===== src/hw/forp_pkg.sv =====
// forp_pkg: shared constants and types for the file output and plot router
// assumes nothing beyond a 40 MHz mclk
package forp_pkg;
  // ------------------------------------------------------------
  // timing
  // ------------------------------------------------------------
  localparam int CLK_HZ          = 40_000_000;
  localparam int NORM_PACE_MS    = 40;
  localparam int DUMP_PACE_MS    = 12;
  localparam int NORM_PACE_CYC   = CLK_HZ / 1000 * NORM_PACE_MS;
  localparam int DUMP_PACE_CYC   = CLK_HZ / 1000 * DUMP_PACE_MS;

  // ------------------------------------------------------------
  // routing and commands
  // ------------------------------------------------------------
  localparam logic [1:0] ROUTE_OFF   = 2'h0;
  localparam logic [1:0] ROUTE_ALL   = 2'h1;
  localparam logic [1:0] SER_RST     = 2'h0;
  localparam logic [1:0] GPIB_RST    = 2'h0;
  localparam logic [1:0] PORT_SER    = 2'h1;
  localparam logic [1:0] PORT_GPIB   = 2'h2;
  localparam logic [7:0] SEP_COMMA   = 8'h2C;
  localparam logic [7:0] TERM_CR     = 8'h0D;
  localparam logic [7:0] TERM_LF     = 8'h0A;
  localparam int         EOP_BIT     = 7;

  typedef enum logic [2:0] {
    FORP_CMD_NONE  = 3'h0,
    FORP_CMD_ROUTE = 3'h1,
    FORP_CMD_LIST  = 3'h2,
    FORP_CMD_COUNT = 3'h3,
    FORP_CMD_FIRST = 3'h4,
    FORP_CMD_STEP  = 3'h5,
    FORP_CMD_PLOT  = 3'h6
  } forp_cmd_t;

  typedef struct packed {
    forp_cmd_t  cmd;
    logic       from_gpib;
    logic [1:0] arg_port;
    logic [1:0] arg_mode;
  } forp_req_t;

  typedef struct packed {
    logic [7:0] data;
    logic       to_ser;
    logic       to_gpib;
  } forp_byte_t;
endpackage


===== src/hw/forp_fmt.sv =====
// forp_fmt: serialises one reading of four fields into bytes
// assumes byte_rdy stalls output; dump sends raw field bytes only
`timescale 1ns/10ps
`default_nettype none
module forp_fmt (
  input  wire logic        mclk,
  input  wire logic        rst,
  input  wire logic        go,
  input  wire logic [31:0] rdg,
  input  wire logic        dump,
  input  wire logic [7:0]  sep,
  input  wire logic [7:0]  term,
  input  wire logic        byte_rdy,
  output logic             byte_vld,
  output logic [7:0]       byte_out,
  output logic             busy
);
  // step 0..3 fields, 4 term, then done; separators between fields
  logic [3:0] step_q;
  logic       sep_q;
  always_ff @(posedge mclk or posedge rst) begin
    if (rst) begin
      step_q   <= 4'h0;
      sep_q    <= 1'b0;
      busy     <= 1'b0;
      byte_vld <= 1'b0;
      byte_out <= 8'h00;
    end else if (go && !busy) begin
      busy     <= 1'b1;
      step_q   <= 4'h0;
      sep_q    <= 1'b0;
      byte_vld <= 1'b1;
      byte_out <= rdg[31:24]; // frequency field first
    end else if (busy && byte_vld && byte_rdy) begin
      if (!dump && !sep_q && step_q < 4'h3) begin
        sep_q    <= 1'b1;
        byte_out <= sep;
      end else if (step_q < 4'h3) begin
        sep_q    <= 1'b0;
        step_q   <= step_q + 4'h1;
        byte_out <= rdg[8'(23 - 8 * step_q) -: 8];
      end else if (!dump && step_q == 4'h3) begin
        step_q   <= 4'h4;
        byte_out <= term;
      end else begin
        busy     <= 1'b0;
        byte_vld <= 1'b0;
      end
    end
  end
endmodule
`default_nettype wire


===== src/hw/forp_pace.sv =====
// forp_pace: one-cycle enable after a chosen number of cycles
// assumes start restarts the count
`timescale 1ns/10ps
`default_nettype none
module forp_pace #(
  parameter int NORM_CYC = forp_pkg::NORM_PACE_CYC,
  parameter int DUMP_CYC = forp_pkg::DUMP_PACE_CYC
) (
  input  wire logic mclk,
  input  wire logic rst,
  input  wire logic start,
  input  wire logic dump,
  output logic      tick
);
  // a load of zero would never reach the tick value and hang a listing
  if (NORM_CYC < 2 || DUMP_CYC < 2) begin
    $error("pace counts must be at least 2");
  end
  logic [31:0] cnt_q;
  // ------------------------------------------------------------
  // down counter, reload on start
  // ------------------------------------------------------------
  always_ff @(posedge mclk or posedge rst) begin
    if (rst) begin
      cnt_q <= 32'h0;
    end else if (start) begin
      cnt_q <= dump ? 32'(DUMP_CYC - 1) : 32'(NORM_CYC - 1);
    end else if (cnt_q != 32'h0) begin
      cnt_q <= cnt_q - 32'h1;
    end
  end
  assign tick = (cnt_q == 32'h1);
endmodule
`default_nettype wire


===== src/hw/forp_top.sv =====
// forp_top: command interpreter for reading-store readout and plot routing
// assumes one decoded command pulse at a time, store read with one-cycle latency
// Behaviour
// - route command 1,1 sets serial routing to all readings
// - list command sends every stored reading to each port that routing and talk mode select for the requester
// - free listing paces readings 40 ms normal, 12 ms dump
// - non-dump readings carry selected separators and terminator
// - route command 2,1 sets GPIB routing to all readings
// - count query replies with number of stored readings
// - first-reading command sends reading one, fields in fixed order
// - each step-down short of the last reading advances pointer one and sends that reading
// - GPIB routing resets off; while off only plot bytes reach GPIB
// - plot bytes use comma separators and CR LF terminator
// - when configured, plot end sets status bit 7 and requests service
// - GPIB-requested data is copied to serial unless serial routing off
// - talk-only sends serial-requested data on GPIB if GPIB routing on
// - talker/listener never sends serial-requested data onto GPIB
`timescale 1ns/10ps
`default_nettype none
module forp_top #(
  parameter int ADDR_W   = 8,
  parameter int NORM_CYC = forp_pkg::NORM_PACE_CYC,
  parameter int DUMP_CYC = forp_pkg::DUMP_PACE_CYC
) (
  input  wire logic                mclk,
  input  wire logic                rst,
  input  wire logic                cmd_vld,
  input  wire forp_pkg::forp_req_t cmd_req,
  input  wire logic                dump_mode,
  input  wire logic                talk_only,
  input  wire logic                srq_plot_cfg,
  input  wire logic [7:0]          sel_sep,
  input  wire logic [7:0]          sel_term,
  input  wire logic [ADDR_W-1:0]   store_count,
  output logic [ADDR_W-1:0]        store_addr,
  input  wire logic [31:0]         store_data,
  input  wire logic                plot_vld,
  input  wire logic [7:0]          plot_data,
  input  wire logic                plot_last,
  output logic                     plot_rdy,
  input  wire logic                out_rdy,
  output var forp_pkg::forp_byte_t out_byte,
  output logic                     out_vld,
  output logic                     count_vld,
  output logic [ADDR_W-1:0]        count_out,
  output logic [1:0]               ser_route,
  output logic [1:0]               gpib_route,
  input  wire logic                status_clr,
  output logic [7:0]               status_byte,
  output logic                     srq
);
  if (ADDR_W < 1 || ADDR_W > 16) begin
    $error("ADDR_W out of range");
  end

  typedef enum logic [2:0] {
    FORP_IDLE  = 3'h0,
    FORP_FETCH = 3'h1,
    FORP_SEND  = 3'h2,
    FORP_WAIT  = 3'h3,
    FORP_PLOT  = 3'h4
  } forp_st_t;

  forp_st_t          st_q;
  logic [ADDR_W-1:0] ptr_q;
  logic              list_q;
  logic              req_gpib_q;
  logic              fmt_go;
  logic              fmt_vld;
  logic              fmt_busy;
  logic [7:0]        fmt_byte;
  logic              pace_tick;
  logic              dst_ser;
  logic              dst_gpib;
  logic              eop_q;
  logic              cmd_ok;
  logic              go_q;

  // destination of one data unit given its requesting port
  function automatic logic [1:0] dest(input logic from_gpib, input logic [1:0] sr,
                                      input logic [1:0] gr, input logic tonly);
    logic s;
    logic g;
    s = 1'b0;
    g = 1'b0;
    if (from_gpib) begin
      g = (gr != forp_pkg::ROUTE_OFF);
      s = (sr != forp_pkg::ROUTE_OFF);
    end else begin
      s = (sr != forp_pkg::ROUTE_OFF);
      g = tonly && (gr != forp_pkg::ROUTE_OFF);
    end
    return {s, g};
  endfunction

  assign cmd_ok = cmd_vld && (st_q == FORP_IDLE);
  assign {dst_ser, dst_gpib} = dest(req_gpib_q, ser_route, gpib_route, talk_only);

  // ------------------------------------------------------------
  // routing settings
  // ------------------------------------------------------------
  // kept apart so one port can be silenced while the other lists
  always_ff @(posedge mclk or posedge rst) begin
    if (rst) begin
      ser_route  <= forp_pkg::SER_RST;
      gpib_route <= forp_pkg::GPIB_RST;
    end else if (cmd_ok && cmd_req.cmd == forp_pkg::FORP_CMD_ROUTE) begin
      if (cmd_req.arg_port == forp_pkg::PORT_SER) begin
        ser_route <= cmd_req.arg_mode;
      end else if (cmd_req.arg_port == forp_pkg::PORT_GPIB) begin
        gpib_route <= cmd_req.arg_mode;
      end
    end
  end

  // ------------------------------------------------------------
  // count query reply
  // ------------------------------------------------------------
  always_ff @(posedge mclk or posedge rst) begin
    if (rst) begin
      count_vld <= 1'b0;
      count_out <= '0;
    end else begin
      count_vld <= cmd_ok && cmd_req.cmd == forp_pkg::FORP_CMD_COUNT;
      if (cmd_ok && cmd_req.cmd == forp_pkg::FORP_CMD_COUNT) begin
        count_out <= store_count;
      end
    end
  end

  // ------------------------------------------------------------
  // readout sequencer
  // ------------------------------------------------------------
  always_ff @(posedge mclk or posedge rst) begin
    if (rst) begin
      st_q       <= FORP_IDLE;
      ptr_q      <= '0;
      list_q     <= 1'b0;
      req_gpib_q <= 1'b0;
    end else begin
      unique case (st_q)
        FORP_IDLE: begin
          if (cmd_ok) begin
            req_gpib_q <= cmd_req.from_gpib;
            unique case (cmd_req.cmd)
              forp_pkg::FORP_CMD_LIST: begin
                ptr_q  <= '0;
                list_q <= 1'b1;
                if (store_count != '0) st_q <= FORP_FETCH;
              end
              forp_pkg::FORP_CMD_FIRST: begin
                ptr_q  <= '0;
                list_q <= 1'b0;
                if (store_count != '0) st_q <= FORP_FETCH;
              end
              forp_pkg::FORP_CMD_STEP: begin
                list_q <= 1'b0;
                if (ptr_q + ADDR_W'(1) < store_count) begin
                  ptr_q <= ptr_q + ADDR_W'(1);
                  st_q  <= FORP_FETCH;
                end
              end
              forp_pkg::FORP_CMD_PLOT: st_q <= FORP_PLOT;
              default: ;
            endcase
          end
        end
        FORP_FETCH: st_q <= FORP_SEND;
        FORP_SEND: begin
          if (fmt_busy && fmt_vld && out_rdy && !dump_mode && fmt_byte == sel_term) begin
            st_q <= FORP_SEND;
          end
          if (!fmt_busy && !fmt_go) begin
            if (list_q && ptr_q + ADDR_W'(1) < store_count) begin
              st_q <= FORP_WAIT;
            end else begin
              st_q <= FORP_IDLE;
            end
          end
        end
        FORP_WAIT: begin
          if (pace_tick) begin
            ptr_q <= ptr_q + ADDR_W'(1);
            st_q  <= FORP_FETCH;
          end
        end
        FORP_PLOT: begin
          if (plot_vld && plot_rdy && plot_last) st_q <= FORP_IDLE;
        end
        default: st_q <= FORP_IDLE;
      endcase
    end
  end

  assign store_addr = ptr_q;

  // capture a cycle after fetch: the store answers one cycle after the address,
  // so starting the formatter in fetch would take the previous reading's first byte
  always_ff @(posedge mclk or posedge rst) begin
    if (rst) begin
      go_q <= 1'b0;
    end else begin
      go_q <= (st_q == FORP_FETCH);
    end
  end
  assign fmt_go     = go_q;

  forp_pace #(
    .NORM_CYC (NORM_CYC),
    .DUMP_CYC (DUMP_CYC)
  ) u_pace (
    .mclk  (mclk),
    .rst   (rst),
    .start (fmt_go),
    .dump  (dump_mode),
    .tick  (pace_tick)
  );

  forp_fmt u_fmt (
    .mclk     (mclk),
    .rst      (rst),
    .go       (fmt_go),
    .rdg      (store_data),
    .dump     (dump_mode),
    .sep      (sel_sep),
    .term     (sel_term),
    .byte_rdy (out_rdy),
    .byte_vld (fmt_vld),
    .byte_out (fmt_byte),
    .busy     (fmt_busy)
  );

  // ------------------------------------------------------------
  // output mux: readings or plot bytes
  // ------------------------------------------------------------
  // plot bytes bypass gpib routing; the generator formats them with commas/crlf
  always_comb begin
    out_byte = '0;
    out_vld  = 1'b0;
    plot_rdy = 1'b0;
    if (st_q == FORP_PLOT) begin
      plot_rdy         = out_rdy;
      out_vld          = plot_vld;
      out_byte.data    = plot_data;
      out_byte.to_gpib = 1'b1;
    end else if (st_q == FORP_SEND && fmt_vld) begin
      out_vld          = dst_ser || dst_gpib;
      out_byte.data    = fmt_byte;
      out_byte.to_ser  = dst_ser;
      out_byte.to_gpib = dst_gpib;
    end
  end

  // ------------------------------------------------------------
  // end of plot status
  // ------------------------------------------------------------
  // set wins over a clear in the same cycle
  always_ff @(posedge mclk or posedge rst) begin
    if (rst) begin
      eop_q <= 1'b0;
    end else if (st_q == FORP_PLOT && plot_vld && plot_rdy && plot_last && srq_plot_cfg) begin
      eop_q <= 1'b1;
    end else if (status_clr) begin
      eop_q <= 1'b0;
    end
  end
  assign status_byte = {eop_q, 7'h00};
  assign srq         = eop_q;

  // ------------------------------------------------------------
  // checks
  // ------------------------------------------------------------
  chk_gpib_rst_off: assert property (@(posedge mclk)
    $fell(rst) |-> gpib_route == forp_pkg::ROUTE_OFF)
    else $error("gpib route not off after reset");
  chk_route_ser: assert property (@(posedge mclk) disable iff (rst)
    cmd_ok && cmd_req.cmd == forp_pkg::FORP_CMD_ROUTE && cmd_req.arg_port == forp_pkg::PORT_SER
    |=> ser_route == $past(cmd_req.arg_mode)) else $error("serial route not set");
  chk_route_gpib: assert property (@(posedge mclk) disable iff (rst)
    cmd_ok && cmd_req.cmd == forp_pkg::FORP_CMD_ROUTE && cmd_req.arg_port == forp_pkg::PORT_GPIB
    |=> gpib_route == $past(cmd_req.arg_mode)) else $error("gpib route not set");
  chk_count_reply: assert property (@(posedge mclk) disable iff (rst)
    cmd_ok && cmd_req.cmd == forp_pkg::FORP_CMD_COUNT
    |=> count_vld && count_out == $past(store_count)) else $error("count reply wrong");
  chk_first_ptr: assert property (@(posedge mclk) disable iff (rst)
    cmd_ok && cmd_req.cmd == forp_pkg::FORP_CMD_FIRST && store_count != '0
    |=> st_q == FORP_FETCH && ptr_q == '0) else $error("first reading not fetched");
  chk_step_adv: assert property (@(posedge mclk) disable iff (rst)
    cmd_ok && cmd_req.cmd == forp_pkg::FORP_CMD_STEP && ptr_q + ADDR_W'(1) < store_count
    |=> ptr_q == $past(ptr_q) + ADDR_W'(1)) else $error("step did not advance");
  chk_ser_tl_block: assert property (@(posedge mclk) disable iff (rst)
    st_q == FORP_SEND && !req_gpib_q && !talk_only |-> !out_byte.to_gpib)
    else $error("serial data on gpib");
  chk_gpib_copy: assert property (@(posedge mclk) disable iff (rst)
    st_q == FORP_SEND && fmt_vld && req_gpib_q && ser_route != forp_pkg::ROUTE_OFF
    |-> out_byte.to_ser) else $error("gpib data not copied");
  chk_only_plot: assert property (@(posedge mclk) disable iff (rst)
    out_vld && gpib_route == forp_pkg::ROUTE_OFF && out_byte.to_gpib |-> st_q == FORP_PLOT)
    else $error("non-plot byte on gpib");
  chk_eop_srq: assert property (@(posedge mclk) disable iff (rst)
    st_q == FORP_PLOT && plot_vld && plot_rdy && plot_last && srq_plot_cfg
    |=> srq && status_byte[forp_pkg::EOP_BIT]) else $error("end of plot not flagged");
  chk_pace_wait: assert property (@(posedge mclk) disable iff (rst)
    $rose(st_q == FORP_WAIT) |=> st_q == FORP_WAIT) else $error("listing paced too fast");
  // a fetch must be followed by the capture cycle, else the first byte is stale
  chk_fetch_align: assert property (@(posedge mclk) disable iff (rst)
    st_q == FORP_FETCH |=> st_q == FORP_SEND && go_q) else $error("fetch not aligned");
  chk_busy_refuse: assert property (@(posedge mclk) disable iff (rst)
    cmd_vld && st_q != FORP_IDLE |=> $stable(ser_route) && $stable(gpib_route))
    else $error("route changed while busy");
  chk_eop_cfg_off: assert property (@(posedge mclk) disable iff (rst)
    !srq_plot_cfg && !eop_q |=> !eop_q) else $error("end of plot flagged unarmed");
  chk_eop_hold: assert property (@(posedge mclk) disable iff (rst)
    eop_q && !status_clr |=> eop_q) else $error("end of plot flag lost");
  cov_list: cover property (@(posedge mclk) disable iff (rst)
    st_q == FORP_WAIT ##1 st_q == FORP_FETCH);
  cov_step: cover property (@(posedge mclk) disable iff (rst)
    cmd_ok && cmd_req.cmd == forp_pkg::FORP_CMD_STEP);
  cov_plot: cover property (@(posedge mclk) disable iff (rst) $rose(srq));
  cov_dump_wait: cover property (@(posedge mclk) disable iff (rst)
    st_q == FORP_WAIT && dump_mode);
  cov_both_ports: cover property (@(posedge mclk) disable iff (rst)
    out_vld && out_byte.to_ser && out_byte.to_gpib);
endmodule
`default_nettype wire


===== config.mk =====
export PLATFORM = sky130hd
export DESIGN_NAME = forp_top
export DESIGN_NICKNAME = d
export VERILOG_FILES = /design/src/hw/forp_pkg.sv /design/src/hw/forp_fmt.sv /design/src/hw/forp_pace.sv /design/src/hw/forp_top.sv
export SDC_FILE = /design/constraint.sdc
export NUM_CORES = 1
export LEC_CHECK = 0
export BUFFER_PORTS_ARGS = -buffer_cell sky130_fd_sc_hd__buf_2
export CAP_MARGIN = 20
export CORE_ASPECT_RATIO = 0.8
export CORE_UTILIZATION = 30
export CTS_BUF_LIST = sky130_fd_sc_hd__clkbuf_4 sky130_fd_sc_hd__clkbuf_8
export DETAILED_ROUTE_END_ITERATION = 10
export PLACE_DENSITY = 0.57
export RECOVER_POWER = 25
export SETUP_SLACK_MARGIN = 0.5
export SLEW_MARGIN = 20
export SYNTH_ARGS = -nofsm -noshare
export SYNTH_HDL_FRONTEND = slang
export SYNTH_SLANG_ARGS = --single-unit

===== constraint.sdc =====
create_clock -name mclk -period 5.6 [get_ports mclk]
set_input_delay 0.28 -clock mclk [delete_from_list [all_inputs] [get_ports mclk]]
set_output_delay 0.28 -clock mclk [all_outputs]
set_load 0.01 [all_outputs]

After elaboration in Yosys (flattened, before gate mapping)
Index checks and enable logic that the tools add are counted.
{ "totals": {"out_inout_bits": 42, "ff_bits": 74, "inputBits": 82, "elab_cells": 147} }
{ "classes": {"n_addsub": 4, "bitwise": 1, "n_shift": 1, "n_reduce_logical": 50, "order_cmp": 2, "eq_ne": 26, "n_mux": 48} }
{ "ops": {"columns": ["cell", "count"], "rows": [
  ["8-bit 2-to-1 mux", 9],
  ["32-bit 2-to-1 mux", 2],
  ["39-bit by 9-bit indexed part select with 8-bit output", 1],
  ["32-bit by 1-bit equality test with 1-bit output (second input constant)", 1],
  ["8-bit one-hot mux with 2 select lines", 2],
  ["32-bit nonzero test", 1],
  ["32-bit by 1-bit subtractor with 32-bit output (second input constant)", 1],
  ["21-bit 2-to-1 mux", 1],
  ["3-bit 2-to-1 mux", 7],
  ["1-bit logical AND", 20],
  ["4-bit 2-to-1 mux", 5],
  ["1-bit 2-to-1 mux", 17],
  ["3-bit one-hot mux with 5 select lines", 1],
  ["2-bit nonzero test", 7],
  ["3-bit by 2-bit equality test with 1-bit output (second input constant)", 4],
  ["3-bit equality test (second input constant)", 4],
  ["10-bit 2-to-1 mux", 1],
  ["3-bit one-hot mux with 3 select lines", 1],
  ["3-bit AND reduction", 3],
  ["8-bit by 1-bit adder with 8-bit output (second input constant)", 1],
  ["8-bit equality test", 1],
  ["8-bit less-than comparator", 1],
  ["2-bit AND reduction", 4],
  ["8-bit nonzero test", 1],
  ["24 further kinds", 36]
]} }

Longest topological paths before layout
{ "depth": {"depth_word": 7, "depth_mapped": 11, "mapped_depth_nobuf": 11} }

Hierarchy
A second synthesis with hierarchy kept.
{ "unflattened": {"cells_unflattened": 488, "hier_area_um2": 4844.6} }
{ "by_module_without_submodules": {"columns": ["mod", "seq_area_each_um2", "area_each_um2", "cells_per_inst", "instances"], "rows": [
  ["forp_top", 700.7, 1971.9, 198, 1],
  ["forp_pace", 800.8, 1839.3, 192, 1],
  ["forp_fmt", 350.3, 1033.5, 98, 1]
]} }

Least setup slack after synthesis
Ideal clock, no wire load.
{ "synth_timing": {"kind": "register -> register", "startpoint": "register ptr_q[0], in the netlist store_addr[0]", "endpoint": "register ptr_q[0], in the netlist store_addr[0]", "arrival_ns": 2.392, "setup_time_ns": 0.125, "path_stages_with_launch": 11, "path_buffers": 0, "setup_slack_ns": 3.083, "required_ns": 5.475, "period_less_slack_ns": 2.517, "path_cell_list": "dfrtp_1 -> ha_1 -> nand3_1 -> nor2_1 -> xor2_1 -> ha_1 -> nand4_1 -> a211o_1 -> a31o_2 -> o21ai_2 -> mux2_2"} }
{ "synth_via": {"elab_chain_cells": 5, "word_cells_on_any_way": 9, "classes_between": "add/sub (1); order compare (1); eq/ne (1); mux (5); reduce/logical (1)"} }
{ "synth_rtl": {"columns": ["item", "line", "text"], "rows": [
  ["start, declared", "forp_top.sv:65", "logic [ADDR_W-1:0] ptr_q;"],
  ["start signal, assigned", "forp_top.sv:159", "ptr_q <= ptr_q + ADDR_W'(1);"],
  ["start signal, assigned", "forp_top.sv:183", "ptr_q <= ptr_q + ADDR_W'(1);"],
  ["8-bit by 1-bit adder with 8-bit output *", "forp_top.sv:158, forp_top.sv:159, forp_top.sv:183", null],
  ["parallel branches: the longest is 4 deep, another holds 8-bit less-than comparator", null, null]
]} }
Mark *: on every way between the ends. The select of a mux whose other input is x is not followed.
A chain may end at the register's enable or synchronous reset.

Worst setup path in the final report
{ "layout_timing": {"startpoint": "register u_pace.cnt_q[10]", "endpoint": "register u_pace.cnt_q[3]"} }
{ "layout_via": {"elab_chain_cells": 2} }
{ "layout_rtl": {"columns": ["item", "line", "text"], "rows": [
  ["start, declared", "forp_pace.sv:19", "logic [31:0] cnt_q;"],
  ["start signal, assigned", "forp_pace.sv:27", "cnt_q <= dump ? 32'(DUMP_CYC - 1) : 32'(NORM_CYC - 1);"],
  ["start signal, assigned", "forp_pace.sv:29", "cnt_q <= cnt_q - 32'h1;"],
  ["32-bit nonzero test", "forp_pace.sv:28", "end else if (cnt_q != 32'h0) begin"],
  ["2-bit nonzero test (no line)", null, null]
]} }
Every way passes these cells.

==> run summary <==
CP top delay family = simple AND/OR/NAND/NOR gates
Dominant synthesized flop cell = dfrtp_1
Total Routing Usage GR = 14.21%
EDFF count, synth = 0
Clk slew on worst S/H paths = 0.07 ns
Pre-CTS setup slack = 2.587 ns
Synth unique cells = 60
Syn Area/Cell = 9.906 µm²
Vias in the first global route = 3677
Fillers = 1480
Critical path type = register to register
Post-DR wirelength/cell = 14.10 µm
Post-synth ARST share = 100.0%
Worst Path Arrival = 3.25 ns
Clock skew = 0.01060 ns
Final Routed Wirelength = 10610 µm
DPL Wire Length = 7899 µm
Core area = 0.01435 mm²
Ys Warns = 0
Reg power frac = 40.6%
Util after Layout = 37.42%
Drt drc = 0
Seq cells post-synth = 74
Unrepaired setup endpoints after global routing = false
Final setup margin = 2.573 ns
Sw Ratio = 38.01%
Hold Vio Cnt, Final = 0
Clk buf depth = 2
Top-level I/O count = 124
Final worst path period share = 54.06%
Proportion of synthesized chip area in sequential cells = 41.73%
Die area = 0.01529 mm²
P_sw = 0.8060 mW
Tot Pwr = 2.120 mW
# diodes = 0
Crit. End Element = register
DRT antenna net count = 0
Nature of the critical path startpoint = register
Post-cts resize count = 0
Largest net degree at the start of global routing = 75
RD Place Congestion = 0.8171
Outcome = finished clean
Endpoints failing setup = 0
PD cells = 394.9 mW/mm²
Fmax = 330.3 MHz
Max stage delay on crit path = 0.80 ns
Slew headroom = 33.13%
Fin cells = 752
Most frequent cells in the layout = 116 x buf_2, 74 x dfrtp_1, 38 x nand2_1, 35 x nor2_1, 24 x o21ai_0
Drt first-iter violations = 145
Aggregate global routing overflow = 0
Num CTS Buffers = 9
Post-CTS Setup Inserts = 0
Commonest non-fill, non-tap cell in the layout = buf_2
Peak supply drop = 200.2 µV
Placed cells = 736
First-pass GRT wire length = 17540 µm
Max H-tree Level = 3
Internal power = 1.314 mW
Syn-to-layout area delta = 20.98%
Worst-skew pair later-pin latency = 0.35 ns
CTS Sinks = 74
Total area of sequential cells = 0.001852 mm²
Final min period = 3.028 ns
CTS root buffer = clkbuf_8
Max-cap violations = 0
Starting Density = 30.93%
CTS tree = done
Initial antenna violation count = 0
Worst Path Max Fanout = 20
Synth Instances = 448
Vias per cell = 5.029
Final setup TNS = 0 ns
Post-CTS Hold Fix Bufs = 0
Worst Hold Class = primary input to register
Critical path cell sequence = or3_1, nor4_1, nand4_1, nand2_1, nor3_1, or3b_2
Fin. max-slew vios = 0
I/O Buffers = 116
DRT Pass-1 Iters = 4
NumNets Final = 656
Leak = 2.487 nW
Die Span X = 138.0 µm
Die height = 110.8 µm
Logic pwr share = 39.8%
Worst-Margin Slew = 0.9945 ns
Total vias in the final route = 3782
WP data required = 5.82 ns
WP buf/inv = 0
Clk pwr share = 19.6%
Area of the mapped netlist = 0.004438 mm²
CP max-delay cell = nand4_1
Layout cells sized above 1 = 30.46%
Area of the multi-input gates = 0.002422 mm²
Row count = 39
==> per-layer routing <==
metal  up-vias  track usage [%]  part of all wire [%]
met3         8            3.338                   5.8
met5         -                0                     0
met1      1812            20.45                    49
met2       111            21.60                    45
li1       1851                -                     -
met4         0            2.754                  0.60
==> power groups by stage <==
stage	clock network, mW	registers (mW)	logic (mW)
final	0.416	0.861	0.844
after global routing	0.458	0.888	0.946
after CTS	0.434	0.861	0.852
after detailed placement	0	0.869	0.847
after global placement	0	0.862	0.836
after floorplan	0	0.837	0.615
==> state kept, by name, summed over array words and instances, names as in the netlist <==
register,cells
count_out,8
count_vld,1
fmt_go,1
gpib_route,2
list_q,1
req_gpib_q,1
ser_route,2
srq,1
st_q,3
store_addr,8
u_fmt.byte_out,8
u_fmt.byte_vld,1
u_fmt.sep_q,1
u_fmt.step_q,4
u_pace.cnt_q,32
==> cell type report <==
class	count	area share (%)
multi-input combinational	341	45.12
tap	184	4.288
inverter	18	1.258
clock inverter	3	0.7457
sequential	74	34.49
timing repair buffer	119	11.23
clock buffer	13	2.866
==> cell families after synthesis <==
kind of cell    after synthesis  synth area share, %
simple gates                175                21.34
compound gates               89                14.35
flops                        74                41.73
buf+inv                      39                4.201
xor+xnor                     31                6.118
mux                          28                9.078
fa+ha+maj                    11                3.101
other cells                   1              0.08450
==> per-stage QoR <==
step,instance area (µm²),hold slack (ns)
2_1_floorplan,4461,0.3707
3_3_place_gp,5175,0.4776
3_5_place_dp,5175,0.4754
4_1_cts,5369,0.1023
5_1_grt,5369,0.1047
6_report,5369,0.1213
==> final timing paths <==
| path | to | slack [ns] | cells after the start | startpoint |
|---|---|---|---|---|
| worst max-delay path | u_pace.cnt_q[3]$_DFFE_PP0P_ | 2.57 | 6 | u_pace.cnt_q[10]$_DFFE_PP0P_ |
| worst min-delay path | srq$_DFFE_PP0P_ | 0.12 | 2 | status_clr |
| worst max register to register | u_pace.cnt_q[3]$_DFFE_PP0P_ | 2.57 | 6 | u_pace.cnt_q[10]$_DFFE_PP0P_ |
| worst min register to register | u_fmt.byte_out[4]$_DFFE_PP0P_ | 0.48 | 2 | u_fmt.byte_out[4]$_DFFE_PP0P_ |
| max in group asynchronous | u_fmt.sep_q$_DFFE_PP0P_ | 4.78 | 3 | rst |
| min in group asynchronous | store_addr[7]$_DFFE_PP0P_ | 0.20 | 3 | rst |
==> synthesized netlist by cell type (2+ instances only) <==
master / number / share of area (%)
or3b_2: 2 / 0.39
buf_2: 2 / 0.23
nor2_1: 35 / 3.0
clkbuf_1: 8 / 0.68
o21ai_0: 24 / 2.7
nand2_1: 38 / 3.2
buf_1: 2 / 0.17
mux2i_1: 2 / 0.45
o21a_1: 4 / 0.68
and2_1: 4 / 0.56
nand2b_1: 15 / 2.1
or4_1: 2 / 0.34
nand3b_1: 3 / 0.51
nor4_1: 10 / 1.4
dfrtp_1: 74 / 42
mux2_2: 18 / 4.6
or3_1: 4 / 0.56
a31oi_1: 3 / 0.42
mux4_2: 8 / 4.1
ha_1: 11 / 3.1
nor2b_1: 8 / 1.1
xor2_1: 17 / 3.4
a211o_1: 4 / 0.79
nand3_1: 16 / 1.8
nor3_1: 11 / 1.2
a21o_1: 2 / 0.34
or4_4: 2 / 0.51
and3b_1: 2 / 0.39
o221ai_1: 9 / 1.8
a221oi_1: 10 / 2.0
and3_1: 5 / 0.70
nand4b_1: 2 / 0.39
nand4_1: 6 / 0.85
inv_1: 18 / 1.5
nor3b_1: 3 / 0.51
xnor2_1: 14 / 2.8
a22o_1: 8 / 1.6
a21oi_1: 13 / 1.5
buf_4: 8 / 1.4
(Power assumes the default switching activity.)
